--- src/rtl/mieu_pkg.sv ---
// mieu_pkg: constants and codes of the execute unit
`default_nettype none
package mieu_pkg;

  // ==========================================================================
  // widths
  localparam int DATA_W = 8;
  localparam int PC_W   = 12;

  // ==========================================================================
  // register map (byte addresses)
  localparam logic [7:0] ACCUM_OFFSET = 8'h00;
  localparam logic [7:0] FLAGS_OFFSET = 8'h04;
  localparam logic [7:0] CTRL_OFFSET  = 8'h08;
  localparam logic [7:0] WDOG_OFFSET  = 8'h0c;

  // flags register fields
  localparam int FLAG_CARRY    = 0;
  localparam int FLAG_AUXCARRY = 1;
  localparam int FLAG_ZERO     = 2;
  localparam int FLAG_OVERFLOW = 3;
  localparam int FLAG_SIGNCMP  = 4;
  localparam int FLAG_TIMEOUT  = 5;
  localparam int FLAG_PWRDOWN  = 6;
  localparam int FLAG_HALTED   = 7;

  // control register fields
  localparam int CTRL_IRQ_EN = 0;
  localparam int CTRL_WAKE   = 1;

  // ==========================================================================
  // reset values and counts
  localparam logic [7:0] ACCUM_RESET    = 8'h00;
  localparam logic       IRQ_EN_RESET   = 1'b0;
  localparam logic [7:0] WDOG_PRESC_MAX = 8'hff;
  localparam logic [7:0] WDOG_COUNT_MAX = 8'hff;

  // ==========================================================================
  // ahb-lite codes
  localparam logic [1:0] HTRANS_NONSEQ = 2'b10;

  // ==========================================================================
  // instruction codes from the sequencer
  typedef enum logic [4:0] {
    OP_ADD_CARRY_ACC = 5'h00,
    OP_ADD_CARRY_MEM = 5'h01,
    OP_ADD_ACC       = 5'h02,
    OP_ADD_IMM       = 5'h03,
    OP_ADD_MEM       = 5'h04,
    OP_AND_ACC       = 5'h05,
    OP_AND_IMM       = 5'h06,
    OP_AND_MEM       = 5'h07,
    OP_OR_ACC        = 5'h08,
    OP_OR_IMM        = 5'h09,
    OP_OR_MEM        = 5'h0a,
    OP_CALL          = 5'h0b,
    OP_CLEAR_MEM     = 5'h0c,
    OP_CLEAR_BIT     = 5'h0d,
    OP_CLEAR_WDOG    = 5'h0e,
    OP_INVERT_MEM    = 5'h0f,
    OP_INVERT_ACC    = 5'h10,
    OP_DEC_ADJUST    = 5'h11,
    OP_DEC_MEM       = 5'h12,
    OP_DEC_ACC       = 5'h13,
    OP_INC_MEM       = 5'h14,
    OP_INC_ACC       = 5'h15,
    OP_HALT          = 5'h16,
    OP_JUMP          = 5'h17,
    OP_MOVE_MEM_ACC  = 5'h18,
    OP_MOVE_IMM_ACC  = 5'h19,
    OP_MOVE_ACC_MEM  = 5'h1a,
    OP_NO_OP         = 5'h1b,
    OP_RETURN        = 5'h1c,
    OP_RETURN_IMM    = 5'h1d,
    OP_RETURN_IRQ    = 5'h1e,
    OP_ROTATE_LEFT   = 5'h1f
  } mieu_op_t;

  // datapath functions
  typedef enum logic [3:0] {
    ALU_ADD    = 4'h0,
    ALU_AND    = 4'h1,
    ALU_OR     = 4'h2,
    ALU_INVERT = 4'h3,
    ALU_INC    = 4'h4,
    ALU_DEC    = 4'h5,
    ALU_DECADJ = 4'h6,
    ALU_ROTL   = 4'h7,
    ALU_PASS   = 4'h8,
    ALU_CLRBIT = 4'h9
  } mieu_alu_t;

  typedef enum logic [1:0] {
    ST_IDLE   = 2'b00,
    ST_SECOND = 2'b01,
    ST_HALTED = 2'b10
  } mieu_state_t;

endpackage
`default_nettype wire

--- src/rtl/mieu_top.sv ---
// mieu_top: instruction execute unit with ahb-lite register access
//
// Added by the designer: the address map and the AHB-Lite register port.
`default_nettype none
// Functional notes
// - add with carry
// - plain add of memory or immediate
// - and/or touch only the zero flag
// - call pushes pc plus one, two cycles
// - clear byte or single bit, no flags
// - watchdog clear zeroes counter, timeout and powered-down flags
// - invert byte, to memory or accumulator
// - decimal adjust into memory, carry only
// - decrement, zero flag only
// - increment, zero flag only
// - halt stops clock, sets powered-down flag
// - jump loads target, two cycles
// - moves change no flag
// - no-op only advances
// - return pops pc, optionally loads accumulator
// - interrupt return enables irqs, serves pending
// - rotate left wraps bit seven
module mieu_top
  import mieu_pkg::*;
(
  input  wire logic                  clk,
  input  wire logic                  rst_n,
  input  wire logic                  instValid,
  output logic                       instReady,
  input  wire mieu_pkg::mieu_op_t    instOp,
  input  wire logic [7:0]            instImm,
  input  wire logic [2:0]            instBit,
  input  wire logic [PC_W-1:0]       instTarget,
  input  wire logic [PC_W-1:0]       pcCurrent,
  output logic                       instDone,
  output logic                       pcLoadEn,
  output logic [PC_W-1:0]            pcLoadAddr,
  output logic                       irqServe,
  input  wire logic                  irqPending,
  output logic                       sysClkRun,
  input  wire logic                  wakeIn,
  input  wire logic [7:0]            memRdData,
  output logic                       memWrEn,
  output logic [7:0]                 memWrData,
  output logic                       stackPush,
  output logic [PC_W-1:0]            stackPushData,
  output logic                       stackPop,
  input  wire logic [PC_W-1:0]       stackTop,
  input  wire logic                  hsel,
  input  wire logic [31:0]           haddr,
  input  wire logic [1:0]            htrans,
  input  wire logic                  hwrite,
  input  wire logic [2:0]            hsize,
  input  wire logic [31:0]           hwdata,
  input  wire logic                  hready,
  output logic [31:0]                hrdata,
  output logic                       hreadyout,
  output logic                       hresp
);

  // ==========================================================================
  // state
  typedef struct packed {
    mieu_state_t     fsm;
    logic [7:0]      accum;
    logic            fCarry;
    logic            fAux;
    logic            fZero;
    logic            fOverflow;
    logic            fSignCmp;
    logic            fTimeout;
    logic            fPwrDown;
    logic            irqEnable;
    logic [7:0]      wdogPresc;
    logic [7:0]      wdogCount;
    logic            memWrEn;
    logic [7:0]      memWrData;
    logic            pcLoadEn;
    logic [PC_W-1:0] pcLoadAddr;
    logic            push;
    logic [PC_W-1:0] pushData;
    logic            pop;
    logic            irqServe;
    logic            done;
    logic            busWrPend;
    logic [7:0]      busAddr;
    logic [31:0]     rdData;
  } mieu_regs_t;
  mieu_regs_t state_reg;
  mieu_regs_t state_next;
  mieu_alu_t  aluFunc;
  logic [7:0] aluA;
  logic [7:0] aluB;
  logic       aluCin;
  logic [7:0] aluRes;
  logic       aluCarry;
  logic       aluAux;
  logic       aluOverflow;
  logic       aluSignCmp;
  logic       aluZero;
  logic       take;
  logic       addrPhase;
  logic [7:0] flagsView;
  mieu_alu u_alu (
    .func        (aluFunc),
    .opA         (aluA),
    .opB         (aluB),
    .carryIn     (aluCin),
    .auxIn       (state_reg.fAux),
    .bitSel      (instBit),
    .result      (aluRes),
    .carryOut    (aluCarry),
    .auxOut      (aluAux),
    .overflowOut (aluOverflow),
    .signCmpOut  (aluSignCmp),
    .zeroOut     (aluZero)
  );
  // ==========================================================================
  // operand routing
  always_comb begin
    aluFunc = ALU_PASS;
    aluA    = memRdData;
    aluB    = memRdData;
    aluCin  = 1'b0;
    // relies on the encoding: codes up to or-to-memory use the accumulator
    if (instOp <= OP_OR_MEM || instOp == OP_DEC_ADJUST) begin
      aluA = state_reg.accum;
    end
    if (instOp inside {OP_ADD_IMM, OP_AND_IMM, OP_OR_IMM}) begin
      aluB = instImm;
    end
    case (instOp)
      OP_ADD_CARRY_ACC, OP_ADD_CARRY_MEM: begin
        aluFunc = ALU_ADD;
        aluCin  = state_reg.fCarry;
      end
      OP_ADD_ACC, OP_ADD_MEM, OP_ADD_IMM: aluFunc = ALU_ADD;
      OP_AND_ACC, OP_AND_MEM, OP_AND_IMM: aluFunc = ALU_AND;
      OP_OR_ACC, OP_OR_MEM, OP_OR_IMM:    aluFunc = ALU_OR;
      OP_INVERT_MEM, OP_INVERT_ACC:       aluFunc = ALU_INVERT;
      OP_INC_MEM, OP_INC_ACC:             aluFunc = ALU_INC;
      OP_DEC_MEM, OP_DEC_ACC:             aluFunc = ALU_DEC;
      OP_ROTATE_LEFT:                     aluFunc = ALU_ROTL;
      OP_CLEAR_BIT:                       aluFunc = ALU_CLRBIT;
      OP_DEC_ADJUST: begin
        aluFunc = ALU_DECADJ;
        aluCin  = state_reg.fCarry;
      end
      default: aluFunc = ALU_PASS;
    endcase
  end
  assign instReady = (state_reg.fsm == ST_IDLE);
  assign take      = instValid && instReady;
  assign addrPhase = hsel && hready && (htrans == HTRANS_NONSEQ);
  assign flagsView = {state_reg.fsm == ST_HALTED, state_reg.fPwrDown, state_reg.fTimeout,
                      state_reg.fSignCmp, state_reg.fOverflow, state_reg.fZero,
                      state_reg.fAux, state_reg.fCarry};
  // ==========================================================================
  // next state
  always_comb begin
    state_next          = state_reg;
    state_next.memWrEn  = 1'b0;
    state_next.pcLoadEn = 1'b0;
    state_next.push     = 1'b0;
    state_next.pop      = 1'b0;
    state_next.irqServe = 1'b0;
    state_next.done     = 1'b0;
    // watchdog keeps counting in every state; a timeout also wakes from halt
    state_next.wdogPresc = state_reg.wdogPresc + 8'h01;
    if (state_reg.wdogPresc == WDOG_PRESC_MAX) begin
      state_next.wdogCount = state_reg.wdogCount + 8'h01;
      if (state_reg.wdogCount == WDOG_COUNT_MAX) begin
        state_next.fTimeout = 1'b1;
      end
    end
    case (state_reg.fsm)
      ST_IDLE: begin
        if (take) begin
          state_next.done = 1'b1;
          case (instOp)
            OP_ADD_CARRY_ACC, OP_ADD_CARRY_MEM, OP_ADD_ACC, OP_ADD_IMM, OP_ADD_MEM: begin
              state_next.fCarry    = aluCarry;
              state_next.fAux      = aluAux;
              state_next.fOverflow = aluOverflow;
              state_next.fSignCmp  = aluSignCmp;
              state_next.fZero     = aluZero;
            end
            OP_AND_ACC, OP_AND_IMM, OP_AND_MEM, OP_OR_ACC, OP_OR_IMM, OP_OR_MEM,
            OP_INVERT_MEM, OP_INVERT_ACC, OP_INC_MEM, OP_INC_ACC,
            OP_DEC_MEM, OP_DEC_ACC: begin
              state_next.fZero = aluZero;
            end
            OP_DEC_ADJUST: state_next.fCarry = aluCarry;
            default: state_next.fZero = state_reg.fZero;
          endcase
          case (instOp)
            OP_ADD_CARRY_ACC, OP_ADD_ACC, OP_ADD_IMM, OP_AND_ACC, OP_AND_IMM,
            OP_OR_ACC, OP_OR_IMM, OP_INVERT_ACC, OP_INC_ACC, OP_DEC_ACC,
            OP_MOVE_MEM_ACC: begin
              state_next.accum = aluRes;
            end
            OP_ADD_CARRY_MEM, OP_ADD_MEM, OP_AND_MEM, OP_OR_MEM, OP_INVERT_MEM,
            OP_INC_MEM, OP_DEC_MEM, OP_DEC_ADJUST, OP_ROTATE_LEFT, OP_CLEAR_BIT: begin
              state_next.memWrEn   = 1'b1;
              state_next.memWrData = aluRes;
            end
            OP_CLEAR_MEM: begin
              state_next.memWrEn   = 1'b1;
              state_next.memWrData = 8'h00;
            end
            OP_MOVE_ACC_MEM: begin
              state_next.memWrEn   = 1'b1;
              state_next.memWrData = state_reg.accum;
            end
            OP_MOVE_IMM_ACC: state_next.accum = instImm;
            OP_CALL: begin
              state_next.push       = 1'b1;
              state_next.pushData   = pcCurrent + PC_W'(1);
              state_next.pcLoadEn   = 1'b1;
              state_next.pcLoadAddr = instTarget;
              state_next.done       = 1'b0;
              state_next.fsm        = ST_SECOND;
            end
            OP_JUMP: begin
              state_next.pcLoadEn   = 1'b1;
              state_next.pcLoadAddr = instTarget;
              state_next.done       = 1'b0;
              state_next.fsm        = ST_SECOND;
            end
            OP_RETURN, OP_RETURN_IMM, OP_RETURN_IRQ: begin
              state_next.pop        = 1'b1;
              state_next.pcLoadEn   = 1'b1;
              state_next.pcLoadAddr = stackTop;
              if (instOp == OP_RETURN_IMM) begin
                state_next.accum = instImm;
              end
              if (instOp == OP_RETURN_IRQ) begin
                state_next.irqEnable = 1'b1;
                state_next.irqServe  = irqPending;
              end
            end
            OP_CLEAR_WDOG: begin
              state_next.wdogPresc = 8'h00;
              state_next.wdogCount = 8'h00;
              state_next.fTimeout  = 1'b0;
              state_next.fPwrDown  = 1'b0;
            end
            OP_HALT: begin
              state_next.wdogPresc = 8'h00;
              state_next.wdogCount = 8'h00;
              state_next.fTimeout  = 1'b0;
              state_next.fPwrDown  = 1'b1;
              state_next.fsm       = ST_HALTED;
            end
            default: state_next.fsm = ST_IDLE;
          endcase
        end
      end
      ST_SECOND: begin
        // dummy cycle while the sequencer loads the new address
        state_next.done = 1'b1;
        state_next.fsm  = ST_IDLE;
      end
      ST_HALTED: begin
        if (wakeIn || state_next.fTimeout) begin
          state_next.fsm = ST_IDLE;
        end
      end
      default: state_next.fsm = ST_IDLE;
    endcase
    // read data captured at the address phase, writes land a cycle later
    state_next.busWrPend = addrPhase && hwrite;
    if (addrPhase) begin
      state_next.busAddr = haddr[7:0];
      if (haddr[7:0] == ACCUM_OFFSET) begin
        state_next.rdData = {24'h000000, state_reg.accum};
      end else if (haddr[7:0] == FLAGS_OFFSET) begin
        state_next.rdData = {24'h000000, flagsView};
      end else if (haddr[7:0] == CTRL_OFFSET) begin
        state_next.rdData = {31'h00000000, state_reg.irqEnable};
      end else if (haddr[7:0] == WDOG_OFFSET) begin
        state_next.rdData = {24'h000000, state_reg.wdogCount};
      end else begin
        state_next.rdData = 32'h00000000;
      end
    end
    // bus write lands last, so software wins a tie
    if (state_reg.busWrPend) begin
      if (state_reg.busAddr == ACCUM_OFFSET) begin
        state_next.accum = hwdata[7:0];
      end else if (state_reg.busAddr == FLAGS_OFFSET) begin
        state_next.fCarry    = hwdata[FLAG_CARRY];
        state_next.fAux      = hwdata[FLAG_AUXCARRY];
        state_next.fZero     = hwdata[FLAG_ZERO];
        state_next.fOverflow = hwdata[FLAG_OVERFLOW];
        state_next.fSignCmp  = hwdata[FLAG_SIGNCMP];
      end else if (state_reg.busAddr == CTRL_OFFSET) begin
        state_next.irqEnable = hwdata[CTRL_IRQ_EN];
        if (hwdata[CTRL_WAKE] && state_reg.fsm == ST_HALTED) begin
          state_next.fsm = ST_IDLE;
        end
      end
    end
  end
  always_ff @(posedge clk) begin
    if (!rst_n) begin
      state_reg           <= '0;
      state_reg.fsm       <= ST_IDLE;
      state_reg.accum     <= ACCUM_RESET;
      state_reg.irqEnable <= IRQ_EN_RESET;
    end else begin
      state_reg <= state_next;
    end
  end
  // ==========================================================================
  // outputs
  assign instDone      = state_reg.done;
  assign pcLoadEn      = state_reg.pcLoadEn;
  assign pcLoadAddr    = state_reg.pcLoadAddr;
  assign irqServe      = state_reg.irqServe;
  assign sysClkRun     = (state_reg.fsm != ST_HALTED);
  assign memWrEn       = state_reg.memWrEn;
  assign memWrData     = state_reg.memWrData;
  assign stackPush     = state_reg.push;
  assign stackPushData = state_reg.pushData;
  assign stackPop      = state_reg.pop;
  assign hrdata        = state_reg.rdData;
  assign hreadyout     = 1'b1;
  assign hresp         = 1'b0;
  // upper address and data bits are ignored
  logic unusedBits;
  assign unusedBits = ^{hsize, haddr[31:8], hwdata[31:8]};
endmodule
`default_nettype wire

--- src/rtl/mieu_alu.sv ---
// mieu_alu: combinational 8-bit datapath with arithmetic flags
`default_nettype none
module mieu_alu
  import mieu_pkg::*;
(
  input  wire mieu_pkg::mieu_alu_t func,
  input  wire logic [7:0]          opA,
  input  wire logic [7:0]          opB,
  input  wire logic                carryIn,
  input  wire logic                auxIn,
  input  wire logic [2:0]          bitSel,
  output logic [7:0]               result,
  output logic                     carryOut,
  output logic                     auxOut,
  output logic                     overflowOut,
  output logic                     signCmpOut,
  output logic                     zeroOut
);

  logic [4:0] lowSum;
  logic [8:0] fullSum;
  logic [8:0] adjSum;
  logic [7:0] adjVal;

  always_comb begin
    lowSum   = {1'b0, opA[3:0]} + {1'b0, opB[3:0]} + {4'h0, carryIn};
    fullSum  = {1'b0, opA} + {1'b0, opB} + {8'h00, carryIn};
    // adjust tests the nibbles as they stand, before any correction
    adjVal   = {((opA[7:4] > 4'h9) || carryIn) ? 4'h6 : 4'h0,
                ((opA[3:0] > 4'h9) || auxIn) ? 4'h6 : 4'h0};
    adjSum   = {1'b0, opA} + {1'b0, adjVal};
    result   = opA;
    carryOut = carryIn;
    case (func)
      ALU_ADD: begin
        result   = fullSum[7:0];
        carryOut = fullSum[8];
      end
      ALU_AND:    result = opA & opB;
      ALU_OR:     result = opA | opB;
      ALU_INVERT: result = ~opA;
      ALU_INC:    result = opA + 8'h01;
      ALU_DEC:    result = opA - 8'h01;
      ALU_DECADJ: begin
        result   = adjSum[7:0];
        carryOut = carryIn | adjSum[8];
      end
      ALU_ROTL:   result = {opA[6:0], opA[7]};
      ALU_CLRBIT: result = opA & ~(8'h01 << bitSel);
      default:    result = opA;
    endcase
    auxOut      = lowSum[4];
    overflowOut = (opA[7] == opB[7]) && (fullSum[7] != opA[7]);
    signCmpOut  = overflowOut ^ fullSum[7];
    zeroOut     = (result == 8'h00);
  end

endmodule
`default_nettype wire

--- config.mk ---
export PLATFORM = sky130hd
export DESIGN_NAME = mieu_top
export DESIGN_NICKNAME = d
export VERILOG_FILES = /design/src/rtl/mieu_pkg.sv /design/src/rtl/mieu_top.sv /design/src/rtl/mieu_alu.sv
export SDC_FILE = /design/constraint.sdc
export NUM_CORES = 1
export LEC_CHECK = 0
export ABC_CLOCK_PERIOD_IN_PS = 6300
export BUFFER_PORTS_ARGS = -buffer_cell sky130_fd_sc_hd__clkbuf_2
export CAP_MARGIN = 10
export CORE_UTILIZATION = 57
export CTS_CLUSTER_SIZE = 25
export DETAILED_ROUTE_END_ITERATION = 8
export PLACE_DENSITY = 0.85
export SYNTH_ARGS = -nofsm -noshare
export SYNTH_HDL_FRONTEND = slang
export SYNTH_HIERARCHICAL = 1
export SYNTH_SLANG_ARGS = --single-unit
export TNS_END_PERCENT = 1
--- constraint.sdc ---
create_clock -name clk -period 6.3 [get_ports clk]
set_clock_uncertainty 0.05 [all_clocks]
set_input_delay 0.63 -clock clk [delete_from_list [all_inputs] [get_ports clk]]
set_output_delay 0.63 -clock clk [all_outputs]
set_load 0.02 [all_outputs]
* Word-level counts from Yosys, hierarchy flattened
Cells that the tools add are included.
Cells by class: mux-type cells 49, equality and inequality tests 51, magnitude comparators 3, add/subtract/negate cells 10, bitwise gates (word level) 7, shift-type cells 1, reductions and logical operators 41
Operators with widths (number):
- == test 5 bit, second input constant | 15
- 2-to-1 mux 72 bit | 1
- 2-to-1 mux 8 bit | 9
- case mux 8 bit (9 select lines) | 1
- 2-to-1 mux 69 bit | 1
- == test 5 x 4 -> 1 bit, second input constant | 8
- case mux 4 bit (9 select lines) | 1
- OR reduction 28 bit | 1
- case mux 9 bit (3 select lines) | 1
- case mux 13 bit (2 select lines) | 1
- adder 8 x 1 -> 8 bit, second input constant | 3
- == test 8 x 4 -> 1 bit, second input constant | 3
- logical NOT 8 bit | 3
- case mux 8 bit (3 select lines) | 1
- == test 5 x 3 -> 1 bit, second input constant | 4
- adder 8 x 8 -> 9 bit | 2
- OR reduction 17 bit | 1
- AND 8 bit | 2
- == test 4 x 3 -> 1 bit, second input constant | 4
- == test 8 x 3 -> 1 bit, second input constant | 2
- == test 8 bit, second input constant | 2
- 2-to-1 mux 16 bit | 1
- inverter 8 bit | 2
- 2-to-1 mux 15 bit | 1
- other kinds (44) | 92
Storage, ports and cells: flip-flop bits (word level) 113, output and inout port bits 74, bits of input ports 137

* Depth between registers and ports, before layout
Gate-level depths: netlist of run 1.
word-level depth 17, mapped depth 22, gate-level depth less buffers 20

* By module
The synthesis of run 1 kept the hierarchy.
By module, submodules not included:
- mieu_top | times used 1, cells an instance 632, area an instance 5326.4 um2
- mieu_alu | times used 1, cells an instance 244, area an instance 1719.1 um2

* Worst setup path before layout of run 1
No wires, ideal clock.
kind in2reg, start input instOp[3], end register state_reg (netlist bit flagsView[2]), arrival time 4265 ps, setup time 86 ps, stages on the path 19, path slack 1899 ps, buffers on the path 3, data required time 6164 ps, path through buf_2 -> buf_2 -> buf_1 -> nand3_1 -> o21ai_0 -> a21oi_1 -> nor2_1 -> nand2b_1 -> nor2_1 -> ha_1 -> a21oi_1 -> o211ai_1 -> nor2_1 -> xnor2_1 -> a221o_1 -> nor4_2 -> o2111a_1 -> mux2i_1 -> a211oi_1
Between the ends: elaborated cells between the ends (all ways) 67
RTL lines:
- start, declared | line mieu_top.sv:30 | input wire mieu_pkg::mieu_op_t instOp,
- == test 5 x 2 -> 1 bit (tied with other cells) | line mieu_top.sv:132 | case (instOp)
- OR reduction 5 bit (no source line) (tied with other cells)
- case mux 4 bit (9 select lines) * | line mieu_top.sv:132
- named net aluFunc[2] | line mieu_top.sv:91 | mieu_alu_t aluFunc;
- == test 4 bit (tied with other cells) | line mieu_alu.sv:34 | case (func)
- case mux 8 bit (9 select lines) * | line mieu_alu.sv:34
- named net aluRes[5] | line mieu_top.sv:95 | logic [7:0] aluRes;
- logical NOT 8 bit * | line mieu_alu.sv:55 | zeroOut = (result == 8'h00);
- named net aluZero | line mieu_top.sv:100 | logic aluZero;
- 2-to-1 mux 1 bit * | line mieu_top.sv:180 | case (instOp)
- 2-to-1 mux 72 bit * | line mieu_top.sv:178 | if (take) begin
- 2-to-1 mux 69 bit * | line mieu_top.sv:176 | case (state_reg.fsm)
- 2-to-1 mux 5 bit | line mieu_top.sv:291 | end else if (state_reg.busAddr == FLAGS_OFFSET) begin
- 2-to-1 mux 5 bit | line mieu_top.sv:289 | if (state_reg.busAddr == ACCUM_OFFSET) begin
- 2-to-1 mux 15 bit * | line mieu_top.sv:288 | if (state_reg.busWrPend) begin
- end signal, assigned | line mieu_top.sv:312 | state_reg <= state_next;
- end, declared | line mieu_top.sv:89 | mieu_regs_t state_reg;
The timed path passes the listed nets; every way through them passes the cells marked *. A chain may end at the register's enable or synchronous reset.

* Worst setup path after layout of run 1
start input instOp[2], end register state_reg (netlist bit flagsView[2])
Between the ends: elaborated cells between the ends (all ways) 67
RTL lines:
- == test 5 x 2 -> 1 bit (tied with other cells) | line mieu_top.sv:129 | if (instOp inside {OP_ADD_IMM, OP_AND_IMM, OP_OR_IMM}) begin
- nonzero test 3 bit * | line mieu_top.sv:129
- 2-to-1 mux 8 bit * | line mieu_top.sv:129
- named net aluB[0] | line mieu_top.sv:93 | logic [7:0] aluB;
- adder 8 x 8 -> 9 bit | line mieu_alu.sv:27 | fullSum = {1'b0, opA} + {1'b0, opB} + {8'h00, carryIn};
- adder 9 x 1 -> 9 bit | line mieu_alu.sv:27
- case mux 8 bit (9 select lines) * | line mieu_alu.sv:34
- logical NOT 8 bit * | line mieu_alu.sv:55
- named net aluZero | line mieu_top.sv:100
- 2-to-1 mux 1 bit * | line mieu_top.sv:180
- 2-to-1 mux 72 bit * | line mieu_top.sv:178
- 2-to-1 mux 69 bit * | line mieu_top.sv:176
- 2-to-1 mux 5 bit | line mieu_top.sv:291
- 2-to-1 mux 5 bit | line mieu_top.sv:289
- 2-to-1 mux 15 bit * | line mieu_top.sv:288
Marks and branches as above.

==> results.txt, run 1 <==
----------------------------------------------------
[Critical path]
  Critical R2R Launch ... flagsView[0]
  Kind of end point of the critical path ... flip-flop
  Startpoint type of the worst setup path ... input pin
  Arrival time at the worst endpoint ... 5.13 ns
  Data required time of the critical path ... 6.51 ns
  Worst setup path startpoint ... instOp[2]
  Worst R2R End ... flagsView[2]
  Worst Path Class, Setup ... in2reg
  Worst Path Max Fanout ... 29
  Reg2reg path depth ... 14
  Minimum setup slack among reg-to-reg paths ... 2.29 ns
  Worst setup path end ... flagsView[2]

[Route]
  Vias ... 6614
  Starting DRC count in detailed routing ... 585
  Routed via count divided by cell count ... 6.057
  Detailed Routing Iterations Pass 1 ... 6
  Final routed DRC violation total ... 0
  Final routed wirelength across all metal layers ... 18.59 mm
  Count of antenna-violating nets left after detailed routing ... 0
  Wirelength per Cell ... 17.03 um

[GRT]
  Total gr overflow ... 0
  Global-route total usage across every layer ... 29.06%
  Global-route wire length before repair ... 29.93 mm
  Largest net degree at the start of global routing ... 36
  Initial antenna violation count ... 0
  Via count of the first global-routing pass ... 5952

[Flow run]
  Max-capacitance violation count ... 0

[Synthesis]
  Primary FF master, synth ... dfxtp_1
  Count of mapped cells out of synthesis ... 876
  Number of different library cells in the post-synthesis netlist ... 79
  Count of yosys warnings during synthesis ... 6
  Post-Synthesis Cell Area ... 7046 um^2
  Seq cells post-synth ... 89
  Share of flip-flops with an asynchronous set or reset ... 0%
  Number of synthesized flops with an enable pin ... 0
  Seq/Total Area, Yosys ... 25.29%
  Synthesized area per cell ... 8.043 um^2

[Timing]
  Setup repair after global routing missed its margin ... false
  Fraction of the cycle the final worst path needs ... 78.11%
  Final hold violation count ... 0
  Highest clock frequency the design can meet ... 203.2 MHz
  Final Max Slew Viols ... 0
  Slew at the pin closest to its max-slew limit ... 1.162 ns
  Setup violators final ... 0
  Setup TNS ... 0 ns
  Slew headroom ... 20.53%
  Post-Route Hold Slack ... 0.4049 ns
  Final min period ... 4.921 ns

[Finish]
  Share of layout cells above drive strength 1 ... 23.39%
  Commonest cells after routing, fill and taps aside ... clkbuf_2 (133), nor2_1 (96), dfxtp_1 (89), nand2_1 (55), a21oi_1 (47)
  Antenna cell count ... 0
  Number of inserted filler cells in the final layout ... 1050
  Largest register FFs ... 36
  Final layout net count ... 1109
  Multi-input gate area in the final layout ... 4444 um^2
  Area of all sequential standard cells ... 1782 um^2
  Area growth from synthesis to final layout ... 8.027%
  Leading cell type in the layout, fill and taps excluded ... clkbuf_2

[Pwr]
  Combinational Power Share ... 27.7%
  Design internal power ... 1025 uW
  Static leakage ... 0.003168 uW
  Fraction of power consumed by sequential logic ... 38.2%
  Net switching power ... 522.6 uW
  Pwr Density ... 203.3 nW/um^2
  Fraction of power spent switching nets ... 33.77%
  Maximum vdd drop ... 0.1287 mV
  Clock Power Share ... 34.1%

[Clocking]
  Clock Tree Buf Depth ... 2
  Sinks on the clock net ... 89
  Buffer type at the clock tree root ... clkbuf_16
  Clock tree from TritonCTS ... yes
  # Post-CTS Setup Buffers ... 0
  H-tree depth reported by CTS ... 3
  Post-CTS Hold Buffers ... 0
  Resized Gates After CTS ... 0
  Later-pin clock latency in the skew report ... 0.34 ns
  Clock-pin slew on the worst setup and hold paths ... 0.07 ns
  Total clock buffers created by CTS ... 9

[Run status]
  Outcome ... finished, final reports clean

[Placement]
  HPWL after DPL ... 13.96 mm
  I/O Buffers ... 133
  RD Place Congestion ... 0.9576

[Floorplan]
  DIE WIDTH ... 113.2 um
  CORE AREA ... 12010 um^2
  Number of top-level pins ... 211
  Chip Height ... 113.2 um
  Starting utilization of the core area ... 58.66%
  Die Area ... 12810 um^2
  Number of cell rows ... 40

[Hold path]
  Path class of the lowest-slack min-delay path ... reg2reg

----------------------------------------------------
-- critical path, cell delays in order --
cell and delay [ns]:
clkbuf_2 0.44, nor2b_1 0.54, or2b_1 0.17, nand3_1 0.09, a21oi_2 0.17, buf_4 0.20
mux2_2 0.40, fa_1 0.46, a21oi_1 0.26, o211ai_1 0.18, o41ai_2 0.39, xnor2_1 0.13
a21o_1 0.21, o31ai_1 0.31, o2111a_1 0.23, mux2i_1 0.07, a211oi_1 0.23
-- routing by layer --
metal  GRT usage, %  wire, um
met5              0         0
met4          10.00       358
met3          4.231      1354
met2          48.75      8764
met1          38.12      8118
-- worst min-delay path by stage --
stage,depth (start not counted),startpoint,to,slack [ns]
3_3_place_gp,1,state_reg[87],state_reg[87],0.39
4_1_cts,2,hrdata[0],hrdata[0],0.41
5_1_grt,2,hrdata[0],hrdata[0],0.42
3_5_place_dp,2,hrdata[0],hrdata[0],0.40
2_1_floorplan,1,state_reg[87],state_reg[87],0.38
6_report,2,hrdata[0],hrdata[0],0.40
-- Yosys cell counts (all sizes together), types with 13 or more instances --
cell type,number,share of area [%]
ha,28,5.0
nor3,20,1.6
clkbuf,20,1.1
nand2,56,3.0
o22ai,15,1.3
xnor2,20,2.5
a21oi,50,3.8
buf,93,9.6
nand2b,13,1.2
xor2,21,2.6
a211oi,16,2.0
a22oi,31,3.3
dfxtp,89,25
nand3,26,1.8
a21o,14,1.5
a31oi,19,1.7
inv,44,2.3
o21ai,33,2.5
mux2,22,3.5
nor2,98,5.3
-- power by group through the flow --
stage          logic [uW]  registers [uW]  clock network (uW)
6_report              429             591                 528
3_5_place_dp          418             603                   0
2_1_floorplan         332             599                   0
5_1_grt               467             592                 562
4_1_cts               420             590                 531
3_3_place_gp          410             602                   0
-- through the flow --
stage | power [uW] | setup WS (ns) | std cells | utilization [%] | cell area, um^2
floorplan | 930.9 | 1.899 | 900 | - | 7136
global placement | 1012 | 1.158 | 1075 | 60.78 | 7301
detailed placement | 1021 | 1.121 | 1075 | 60.78 | 7301
CTS | 1542 | 1.452 | 1091 | 63.27 | 7600
global route | 1620 | 1.088 | 1092 | 63.36 | 7611
finish | 1547 | 1.379 | 1092 | 63.36 | 7611
-- cell type report --
| type | count | share of cell area, % |
|---|---|---|
| multi-input cells | 654 | 58.39 |
| flip-flops and latches | 89 | 23.41 |
| repair buffers | 142 | 9.683 |
| clock buffers | 10 | 3.140 |
| well taps | 147 | 2.417 |
| inverters | 44 | 2.170 |
| clock inverters | 6 | 0.7891 |
-- cells by family after synthesis --
| logic type | Yosys count | synth area share, % |
|---|---|---|
| muxes | 33 | 5.257 |
| AOI/OAI and AO/OA | 242 | 24.44 |
| adders and majority gates | 32 | 6.109 |
| buffers and inverters | 157 | 13.00 |
| DFF | 89 | 25.29 |
| xor gates and xnor gates | 41 | 5.097 |
| and+or+nand+nor | 280 | 20.71 |
| other | 2 | 0.1066 |
Note: power is estimated with default switching activity, not from simulation.
==> run 2: changes to the inputs <==
--- a/config.mk
+++ b/config.mk
@@ -5,13 +5,13 @@
 export SDC_FILE = /design/constraint.sdc
 export NUM_CORES = 1
 export LEC_CHECK = 0
-export ABC_CLOCK_PERIOD_IN_PS = 6300
+export ABC_CLOCK_PERIOD_IN_PS = 5000
 export BUFFER_PORTS_ARGS = -buffer_cell sky130_fd_sc_hd__clkbuf_2
 export CAP_MARGIN = 10
-export CORE_UTILIZATION = 57
+export CORE_UTILIZATION = 53
 export CTS_CLUSTER_SIZE = 25
 export DETAILED_ROUTE_END_ITERATION = 8
-export PLACE_DENSITY = 0.85
+export PLACE_DENSITY = 0.8
 export SYNTH_ARGS = -nofsm -noshare
 export SYNTH_HDL_FRONTEND = slang
 export SYNTH_HIERARCHICAL = 1
==> constraint.sdc (replaced) <==
create_clock -name clk -period 5 [get_ports clk]
set_clock_uncertainty 0.05 [all_clocks]
set_input_delay 0.5 -clock clk [delete_from_list [all_inputs] [get_ports clk]]
set_output_delay 0.5 -clock clk [all_outputs]
set_load 0.02 [all_outputs]
==> run 2 against run 1 <==
- sequential share of layout area decreased by 0.24 points
- final cell count increased by 3.2%
- via count increased by 0.74%
- die area increased by 7.4%
- sequential cell count unchanged
==> results.txt, run 2 (same netlist as run 1, synthesis figures left out) <==
----------------------------------------------------
[Run status]
  Outcome ... finished, final reports clean

[Critical path]
  Highest cell delay on the worst timing path ... 0.42 ns (-0.12 ns)
  Critical path cell sequence ... clkbuf_2 > nand2_2 > a22oi_1 > nor2_1 > nor2_2 > mux2_2 > o21ai_0 > nand2b_1 > ha_1 > inv_1 > fa_1 > nand3b_1 > xor2_1 > o22ai_1 > a211o_1 > a221o_1 > nor4_2 > o2111a_1 > mux2i_1 > a211oi_1
  Arrival time at the worst endpoint ... 4.53 ns (-0.60 ns)
  Worst R2R End ... flagsView[2]
  Startpoint type of the worst setup path ... input pin
  Dominant delay contributor by cell family on the critical path ... compound AO/OA/AOI/OAI gates
  Data required time of the critical path ... 5.20 ns (-1.31 ns)
  Buf+Inv Stages, Crit Path ... 2 (unchanged)
  Minimum setup slack among reg-to-reg paths ... 1.29 ns (-1.00 ns)
  Worst Path Max Fanout ... 18 (-38%)
  Worst Path Class, Setup ... in2reg
  Cell type of the slowest stage on the worst timing path ... fa_1
  Reg2reg path depth ... 15 (+1)
  Kind of end point of the critical path ... flip-flop
  Critical R2R Launch ... state_reg[104]

[Route]
  Final routed wirelength across all metal layers ... 19.43 mm (+4.5%)
  Final routed DRC violation total ... 0 (unchanged)
  Vias ... 6663 (+0.74%)
  Wirelength per Cell ... 17.24 um (+1.2%)
  Count of antenna-violating nets left after detailed routing ... 0 (unchanged)
  Routed via count divided by cell count ... 5.912 (-2.4%)
  Starting DRC count in detailed routing ... 624 (+6.7%)
  Detailed Routing Iterations Pass 1 ... 6 (unchanged)

[Clocking]
  # Post-CTS Setup Buffers ... 0 (unchanged)
  Later-pin clock latency in the skew report ... 0.34 ns (about the same)
  Resized Gates After CTS ... 0 (unchanged)
  H-tree depth reported by CTS ... 3 (unchanged)
  Clock-pin slew on the worst setup and hold paths ... 0.06 ns (about the same)
  Clock Tree Buf Depth ... 2 (unchanged)
  Total clock buffers created by CTS ... 9 (unchanged)
  Sinks on the clock net ... 89 (unchanged)
  Buffer type at the clock tree root ... clkbuf_16
  Clock tree from TritonCTS ... yes
  Post-CTS Hold Buffers ... 0 (unchanged)

[Placement]
  I/O Buffers ... 133 (unchanged)
  HPWL after DPL ... 14.78 mm (+5.9%)
  RD Place Congestion ... 0.9940 (+3.8%)
  Standard cell area after detailed placement ... 7422 um^2 (+1.7%)

[GRT]
  Total gr overflow ... 0 (unchanged)
  Global-route wire length before repair ... 29.88 mm (-0.16%)
  Met2 capacity usage during global routing ... 47.10% (-1.7 points)
  Busiest grt layer ... met2
  Global-route track usage on met3 ... 5.098% (+0.87 points)
  Via count of the first global-routing pass ... 5982 (+0.50%)
  Met1 Usage GRT ... 35.91% (-2.2 points)
  Global-route total usage across every layer ... 28.24% (-0.82 points)
  Largest net degree at the start of global routing ... 48 (+33%)
  Initial antenna violation count ... 0 (unchanged)

[Hold path]
  Min-delay src ... pcCurrent[0]
  Hold Path Sink ... stackPushData[0]
  Number of cells traversed by the worst hold path ... 2 (unchanged)
  Path class of the lowest-slack min-delay path ... in2reg

[Timing]
  Setup repair after global routing missed its margin ... false
  Fraction of the cycle the final worst path needs ... 86.53%
  Highest clock frequency the design can meet ... 231.1 MHz
  Final hold violation count ... 0 (unchanged)
  Setup violators final ... 0 (unchanged)
  Slew headroom ... 19.26% (-1.3 points)
  Setup TNS ... 0 ns (unchanged)
  Final Max Slew Viols ... 0 (unchanged)
  Slew at the pin closest to its max-slew limit ... 1.205 ns (+0.04347 ns)
  Final min period ... 4.326 ns
  Post-Route Hold Slack ... 0.3466 ns (-0.05838 ns)

[Finish]
  Final layout net count ... 1120 (+0.99%)
  Share of layout cells above drive strength 1 ... 24.19% (+0.80 points)
  Antenna cell count ... 0 (unchanged)
  Final Cell Area ... 7689 um^2 (+1.0%)
  Area growth from synthesis to final layout ... 9.128%
  Number of inserted filler cells in the final layout ... 1120 (+6.7%)
  Leading cell type in the layout, fill and taps excluded ... clkbuf_2
  Largest register FFs ... 36 (unchanged)
  Commonest cells after routing, fill and taps aside ... clkbuf_2 (133), nor2_1 (96), dfxtp_1 (89), nand2_1 (55), a21oi_1 (47)

[Floorplan]
  CORE AREA ... 12770 um^2 (+6.3%)
  Die Area ... 13760 um^2 (+7.4%)
  DIE WIDTH ... 117.3 um (+3.6%)
  Chip Height ... 117.3 um (+3.6%)
  Number of top-level pins ... 211 (unchanged)
  Number of cell rows ... 41 (+2.5%)
  Starting utilization of the core area ... 55.16% (-3.5 points)

[Pwr]
  Maximum vdd drop ... 0.1485 mV (+15%)
  Static leakage ... 0.003216 uW (+1.5%)
  Pwr Density ... 248.3 nW/um^2 (+22%)

[Flow run]
  Max-capacitance violation count ... 0 (unchanged)

----------------------------------------------------
[run 2: cell count changes in the layout (fill, tap and decap cells not counted), sizes merged]
cell / before / now
clkbuf: 143 / 142
clkinv: 1 / 3
buf: 9 / 20
clkinvlp: 2 / 0
[run 2: final cells by class]
cell class / instances / area [um^2] / share of cell area (%)
clock inverters: 6 / 41.29 / 0.5370
well taps: 172 / 215.2 / 2.799
clock buffers: 9 / 225.2 / 2.929
repair buffers: 153 / 815.8 / 10.61
flip-flops and latches: 89 / 1782 / 23.17
multi-input cells: 654 / 4444 / 57.80
inverters: 44 / 165.2 / 2.148
[run 2: how the worst max path moves through the flow]
stage / startpoint / endpoint / slack [ns] / depth (start not counted)
floorplan: instOp[3] / flagsView[2] / 0.73 / 19
global placement: instOp[0] / flagsView[2] / 0.49 / 20
detailed placement: instOp[0] / flagsView[2] / 0.42 / 20
CTS: instOp[0] / flagsView[2] / 0.76 / 20
global route: instOp[0] / flagsView[2] / 0.33 / 18
finish: instOp[0] / flagsView[2] / 0.67 / 20
[run 2: metal layers]
metal,up-vias,wire (um)
met2,309,8959
met5,-,0
met3,56,1558
met4,0,569
met1,3081,8341
li1,3217,-
[run 2: power by group]
part	total (uW)	switching [uW]	internal, uW	leakage [uW]
Clock	610	274	336	0.000136
Sequential	745	17.1	728	0.000721
Combinational	554	344	210	0.00236
Total	1910	635	1270	0.00322
[run 2: per-stage QoR]
| step | total power (uW) | setup WS (ns) | utilization (%) | std cells |
|---|---|---|---|---|
| floorplan | 1173 | 0.7293 | - | 900 |
| global placement | 1293 | 0.4913 | 58.11 | 1112 |
| detailed placement | 1301 | 0.4163 | 58.11 | 1112 |
| CTS | 1905 | 0.7564 | 60.19 | 1127 |
| global route | 2003 | 0.3274 | 60.19 | 1127 |
| finish | 1909 | 0.6736 | 60.19 | 1127 |
==> run 3: changes to the inputs <==
--- a/config.mk
+++ b/config.mk
@@ -5,6 +5,7 @@
 export SDC_FILE = /design/constraint.sdc
 export NUM_CORES = 1
 export LEC_CHECK = 0
+export ABC_AREA = 1
 export ABC_CLOCK_PERIOD_IN_PS = 5000
 export BUFFER_PORTS_ARGS = -buffer_cell sky130_fd_sc_hd__clkbuf_2
 export CAP_MARGIN = 10
==> run 3 against run 2 <==
- maximum frequency is 2.3% higher
- sequential share of layout area is 0.50 points lower
- synthesized cell count is 28% higher
- routed wire length is 4.0% higher
- critical path depth is 11 higher
- sequential power is 0.7% higher
- area after synthesis is 0.80% higher
- non-clock buffer count is 3 lower
- register-to-register slack better by 0.33 ns
- critical endpoint is now state_reg[110]
- utilization is 1.1 points higher
- final cell count is 23% higher
- total power is 8.4% higher
==> results.txt, run 3 <==
----------------------------------------------------
[Critical path]
  Worst Path Max Fanout ... 16 (-2)
  Startpoint type of the worst setup path ... input pin
  Highest cell delay on the worst timing path ... 0.41 ns (about the same)
  Worst setup path startpoint ... instOp[0]
  Data required time of the critical path ... 5.18 ns (-0.02 ns)
  Cell type of the slowest stage on the worst timing path ... fa_1
  Worst Path Class, Setup ... in2reg
  Buf+Inv Stages, Crit Path ... 8 (+6)
  Arrival time at the worst endpoint ... 4.41 ns (-0.12 ns)
  Kind of end point of the critical path ... flip-flop
  Critical R2R Launch ... state_reg[104]
  Dominant delay contributor by cell family on the critical path ... simple AND/OR/NAND/NOR gates
  CP dominant cell by count ... nor2_1

[Pwr]
  Clock Power Share ... 34.0% (+2.0 points)
  Net switching power ... 734.8 uW (+16%)
  Fraction of power consumed by sequential logic ... 36.2% (-2.8 points)
  Pwr Density ... 263.3 nW/um^2 (+6.0%)
  Maximum vdd drop ... 0.2470 mV (+66%)
  Design internal power ... 1334 uW (+4.7%)
  Static leakage ... 0.004015 uW (+25%)
  Combinational Power Share ... 29.7% (+0.7 points)
  Fraction of power spent switching nets ... 35.52% (+2.3 points)

[Synthesis]
  Seq cells post-synth ... 89 (unchanged)
  Largest area contributor in the synthesized netlist ... dfxtp_1
  Seq/Total Area, Yosys ... 25.09% (-0.20 points)
  Number of synthesized flops with an enable pin ... 0 (unchanged)
  Post-Synthesis Cell Area ... 7102 um^2 (+0.80%)
  Synth area leaders ... dfxtp_1 (25%), nand2_1 (12%), nor2_1 (7.7%)
  Xor-xnor portion of the synthesized cell area ... 2.097% (-3.0 points)
  Simple-gate portion of the synthesized area ... 32.59% (+12 points)
  Number of different library cells in the post-synthesis netlist ... 46 (-42%)
  Count of mapped cells out of synthesis ... 1121 (+28%)
  Main combinational cell family by area after synthesis ... simple AND/OR/NAND/NOR gates
  Most common cell in the netlist ... nand2_1
  Primary FF master, synth ... dfxtp_1
  Share of the synthesized area in the top cell type ... 25.09% (-0.20 points)
  Top cell types by occurrence after synthesis ... nand2_1 (218), nor2_1 (145), inv_1 (128)
  Share of flip-flops with an asynchronous set or reset ... 0% (unchanged)
  Adder and majority gate portion of the synthesized area ... 6.061% (-0.048 points)
  Synthesized area per cell ... 6.335 um^2 (-21%)
  Compound-gate portion of the synthesized area ... 17.74% (-6.7 points)
  Count of yosys warnings during synthesis ... 6 (unchanged)
  Proportion of synthesized area in mux cells ... 0% (-5.3 points)

[Route]
  Detailed Routing Iterations Pass 1 ... 6 (unchanged)
  Final routed DRC violation total ... 0 (unchanged)
  Count of antenna-violating nets left after detailed routing ... 0 (unchanged)
  Wirelength per Cell ... 14.56 um (-16%)
  Routed met3 length ... 1.520 mm (-2.4%)
  Vias ... 7529 (+13%)
  Total met2 wirelength after detailed routing ... 9.004 mm (+0.50%)
  Starting DRC count in detailed routing ... 809 (+30%)
  Routed met1 length ... 9.142 mm (+9.6%)
  Routed via count divided by cell count ... 5.424 (-8.3%)
  Final routed wirelength across all metal layers ... 20.22 mm (+4.0%)
  Highest metal layer used by the detailed router ... met4

[Floorplan]
  Die Area ... 13870 um^2 (+0.79%)
  Number of top-level pins ... 211 (unchanged)
  Chip Height ... 117.8 um (+0.39%)
  Number of cell rows ... 41 (unchanged)
  CORE AREA ... 12820 um^2 (+0.40%)
  DIE WIDTH ... 117.8 um (+0.39%)
  Starting utilization of the core area ... 55.38% (+0.22 points)

[Clocking]
  Total clock buffers created by CTS ... 9 (unchanged)
  Post-CTS Hold Buffers ... 0 (unchanged)
  Resized Gates After CTS ... 0 (unchanged)
  Buffer type at the clock tree root ... clkbuf_16
  Clock Tree Buf Depth ... 2 (unchanged)
  Clock-pin slew on the worst setup and hold paths ... 0.07 ns (about the same)
  # Post-CTS Setup Buffers ... 0 (unchanged)
  Sinks on the clock net ... 89 (unchanged)
  H-tree depth reported by CTS ... 3 (unchanged)
  Clock tree from TritonCTS ... yes
  Later-pin clock latency in the skew report ... 0.35 ns (about the same)

[Timing]
  Final min period ... 4.230 ns (-0.09674 ns)
  Final Max Slew Viols ... 0 (unchanged)
  Fraction of the cycle the final worst path needs ... 84.59% (-1.9 points)
  Slew at the pin closest to its max-slew limit ... 0.8890 ns (-0.3164 ns)
  Setup TNS ... 0 ns (unchanged)
  Setup violators final ... 0 (unchanged)
  Highest clock frequency the design can meet ... 236.4 MHz (+2.3%)
  Final hold violation count ... 0 (unchanged)
  Post-Route Hold Slack ... 0.3203 ns (-0.02628 ns)
  Slew headroom ... 40.28% (+21 points)
  Setup repair after global routing missed its margin ... false

[Finish]
  Commonest cells after routing, fill and taps aside ... nand2_1 (218), nor2_1 (145), clkbuf_2 (133), inv_1 (128), nand3_1 (90)
  Area growth from synthesis to final layout ... 10.64%
  Final layout net count ... 1380 (+23%)
  Antenna cell count ... 0 (unchanged)
  Share of layout cells above drive strength 1 ... 16.94% (-7.2 points)
  Leading cell type in the layout, fill and taps excluded ... nand2_1
  Count of non-filler cells in the finished layout ... 1388 (+23%)
  Largest register FFs ... 36 (unchanged)
  Number of inserted filler cells in the final layout ... 1236 (+10%)

[GRT]
  Global-route total usage across every layer ... 28.79% (+0.56 points)
  Total gr overflow ... 0 (unchanged)
  Global-route wire length before repair ... 32.57 mm (+9.0%)
  Initial antenna violation count ... 0 (unchanged)
  Via count of the first global-routing pass ... 6570 (+9.8%)
  Largest net degree at the start of global routing ... 67 (+40%)

[Hold path]
  Path class of the lowest-slack min-delay path ... in2reg
  Min-delay src ... pcCurrent[0]

[Run status]
  Outcome ... finished, final reports clean

[Placement]
  RD Place Congestion ... 0.9593 (-3.5%)
  Placed Instances ... 1372 (+23%)
  HPWL after DPL ... 15.84 mm (+7.1%)
  I/O Buffers ... 133 (unchanged)

[Flow run]
  Max-capacitance violation count ... 0 (unchanged)

----------------------------------------------------
run 3: cell types whose count changed in the layout (fill, tap and decap cells not counted), sizes merged, moves of 13 or more:
cell	previous run	this run
a211oi	16	1
o21ai	33	91
nand3	26	97
nand2b	13	0
nor2	98	160
xor2	21	8
a21o	14	0
a21oi	50	78
inv	47	138
nand2	56	224
nor3	20	7
mux2	22	0
a22oi	31	12
run 3: cell families (layout without fill, tap and decap cells):
family / count (synthesis) / after routing
AND/OR/NAND/NOR: 525 / 525
AO/OA/AOI/OAI: 226 / 226
adder cells (fa/ha/maj): 32 / 32
flip-flops: 89 / 89
XOR/XNOR: 17 / 17
buffers and inverters: 230 / 301
other: 2 / 26
run 3: cell type report:
cell class,instances,area (um^2),share of cell area [%]
inverter,135,506.7,6.449
tap,172,215.2,2.739
clock buffer,9,225.2,2.866
timing repair buffer,150,793.3,10.10
clock inverter,7,83.83,1.067
sequential,89,1782,22.68
multi-input combinational,826,4252,54.11
run 3: power by group through the flow:
stage	sequential (uW)	clock [uW]	combinational, uW
2_1_floorplan	761	0	454
3_3_place_gp	765	0	590
3_5_place_dp	765	0	598
4_1_cts	749	714	600
5_1_grt	752	737	683
6_report	750	704	615
run 3: worst register-to-register path, cell delays in order (launching register included):
cell and delay, ns:
dfxtp_1 0.44, inv_1 0.10, a21oi_1 0.22, inv_1 0.16, a21oi_1 0.17, nor2_1 0.08, inv_1 0.09, ha_1 0.17
inv_1 0.06, fa_1 0.41, inv_1 0.09, nand2_1 0.07, nor2_1 0.13, nand2_1 0.09, a21oi_1 0.14, nor2_1 0.09
nor2_1 0.09, nand3_1 0.08, nand2_1 0.09, inv_1 0.06, a21oi_1 0.19, nor2_1 0.06, nor2_1 0.10, nor2_1 0.04
run 3: metal layers:
layer	vias to the layer above	global-route usage [%]
met3	43	3.537
met4	0	10.02
met5	-	0
met1	3364	40.74
li1	3801	-
met2	321	44.82
run 3: stage by stage:
step | setup WS (ns) | area, um^2 | total power [uW] | util (%)
floorplan | 1.001 | 7192 | 1215 | -
CTS | 0.8581 | 7858 | 2064 | 61.27
global route | 0.2909 | 7858 | 2173 | 61.27
detailed placement | 0.5167 | 7548 | 1363 | 58.86
global placement | 0.5634 | 7548 | 1354 | 58.86
finish | 0.7703 | 7858 | 2069 | 61.27
run 3: worst paths after layout:
check | endpoint | slack [ns] | depth (start not counted)
worst min-delay path | stackPushData[0] | 0.32 | 2
worst min register to register | state_reg[87] | 0.40 | 1
worst max-delay path | state_reg[110] | 0.77 | 31
worst max register to register | state_reg[110] | 1.62 | 23
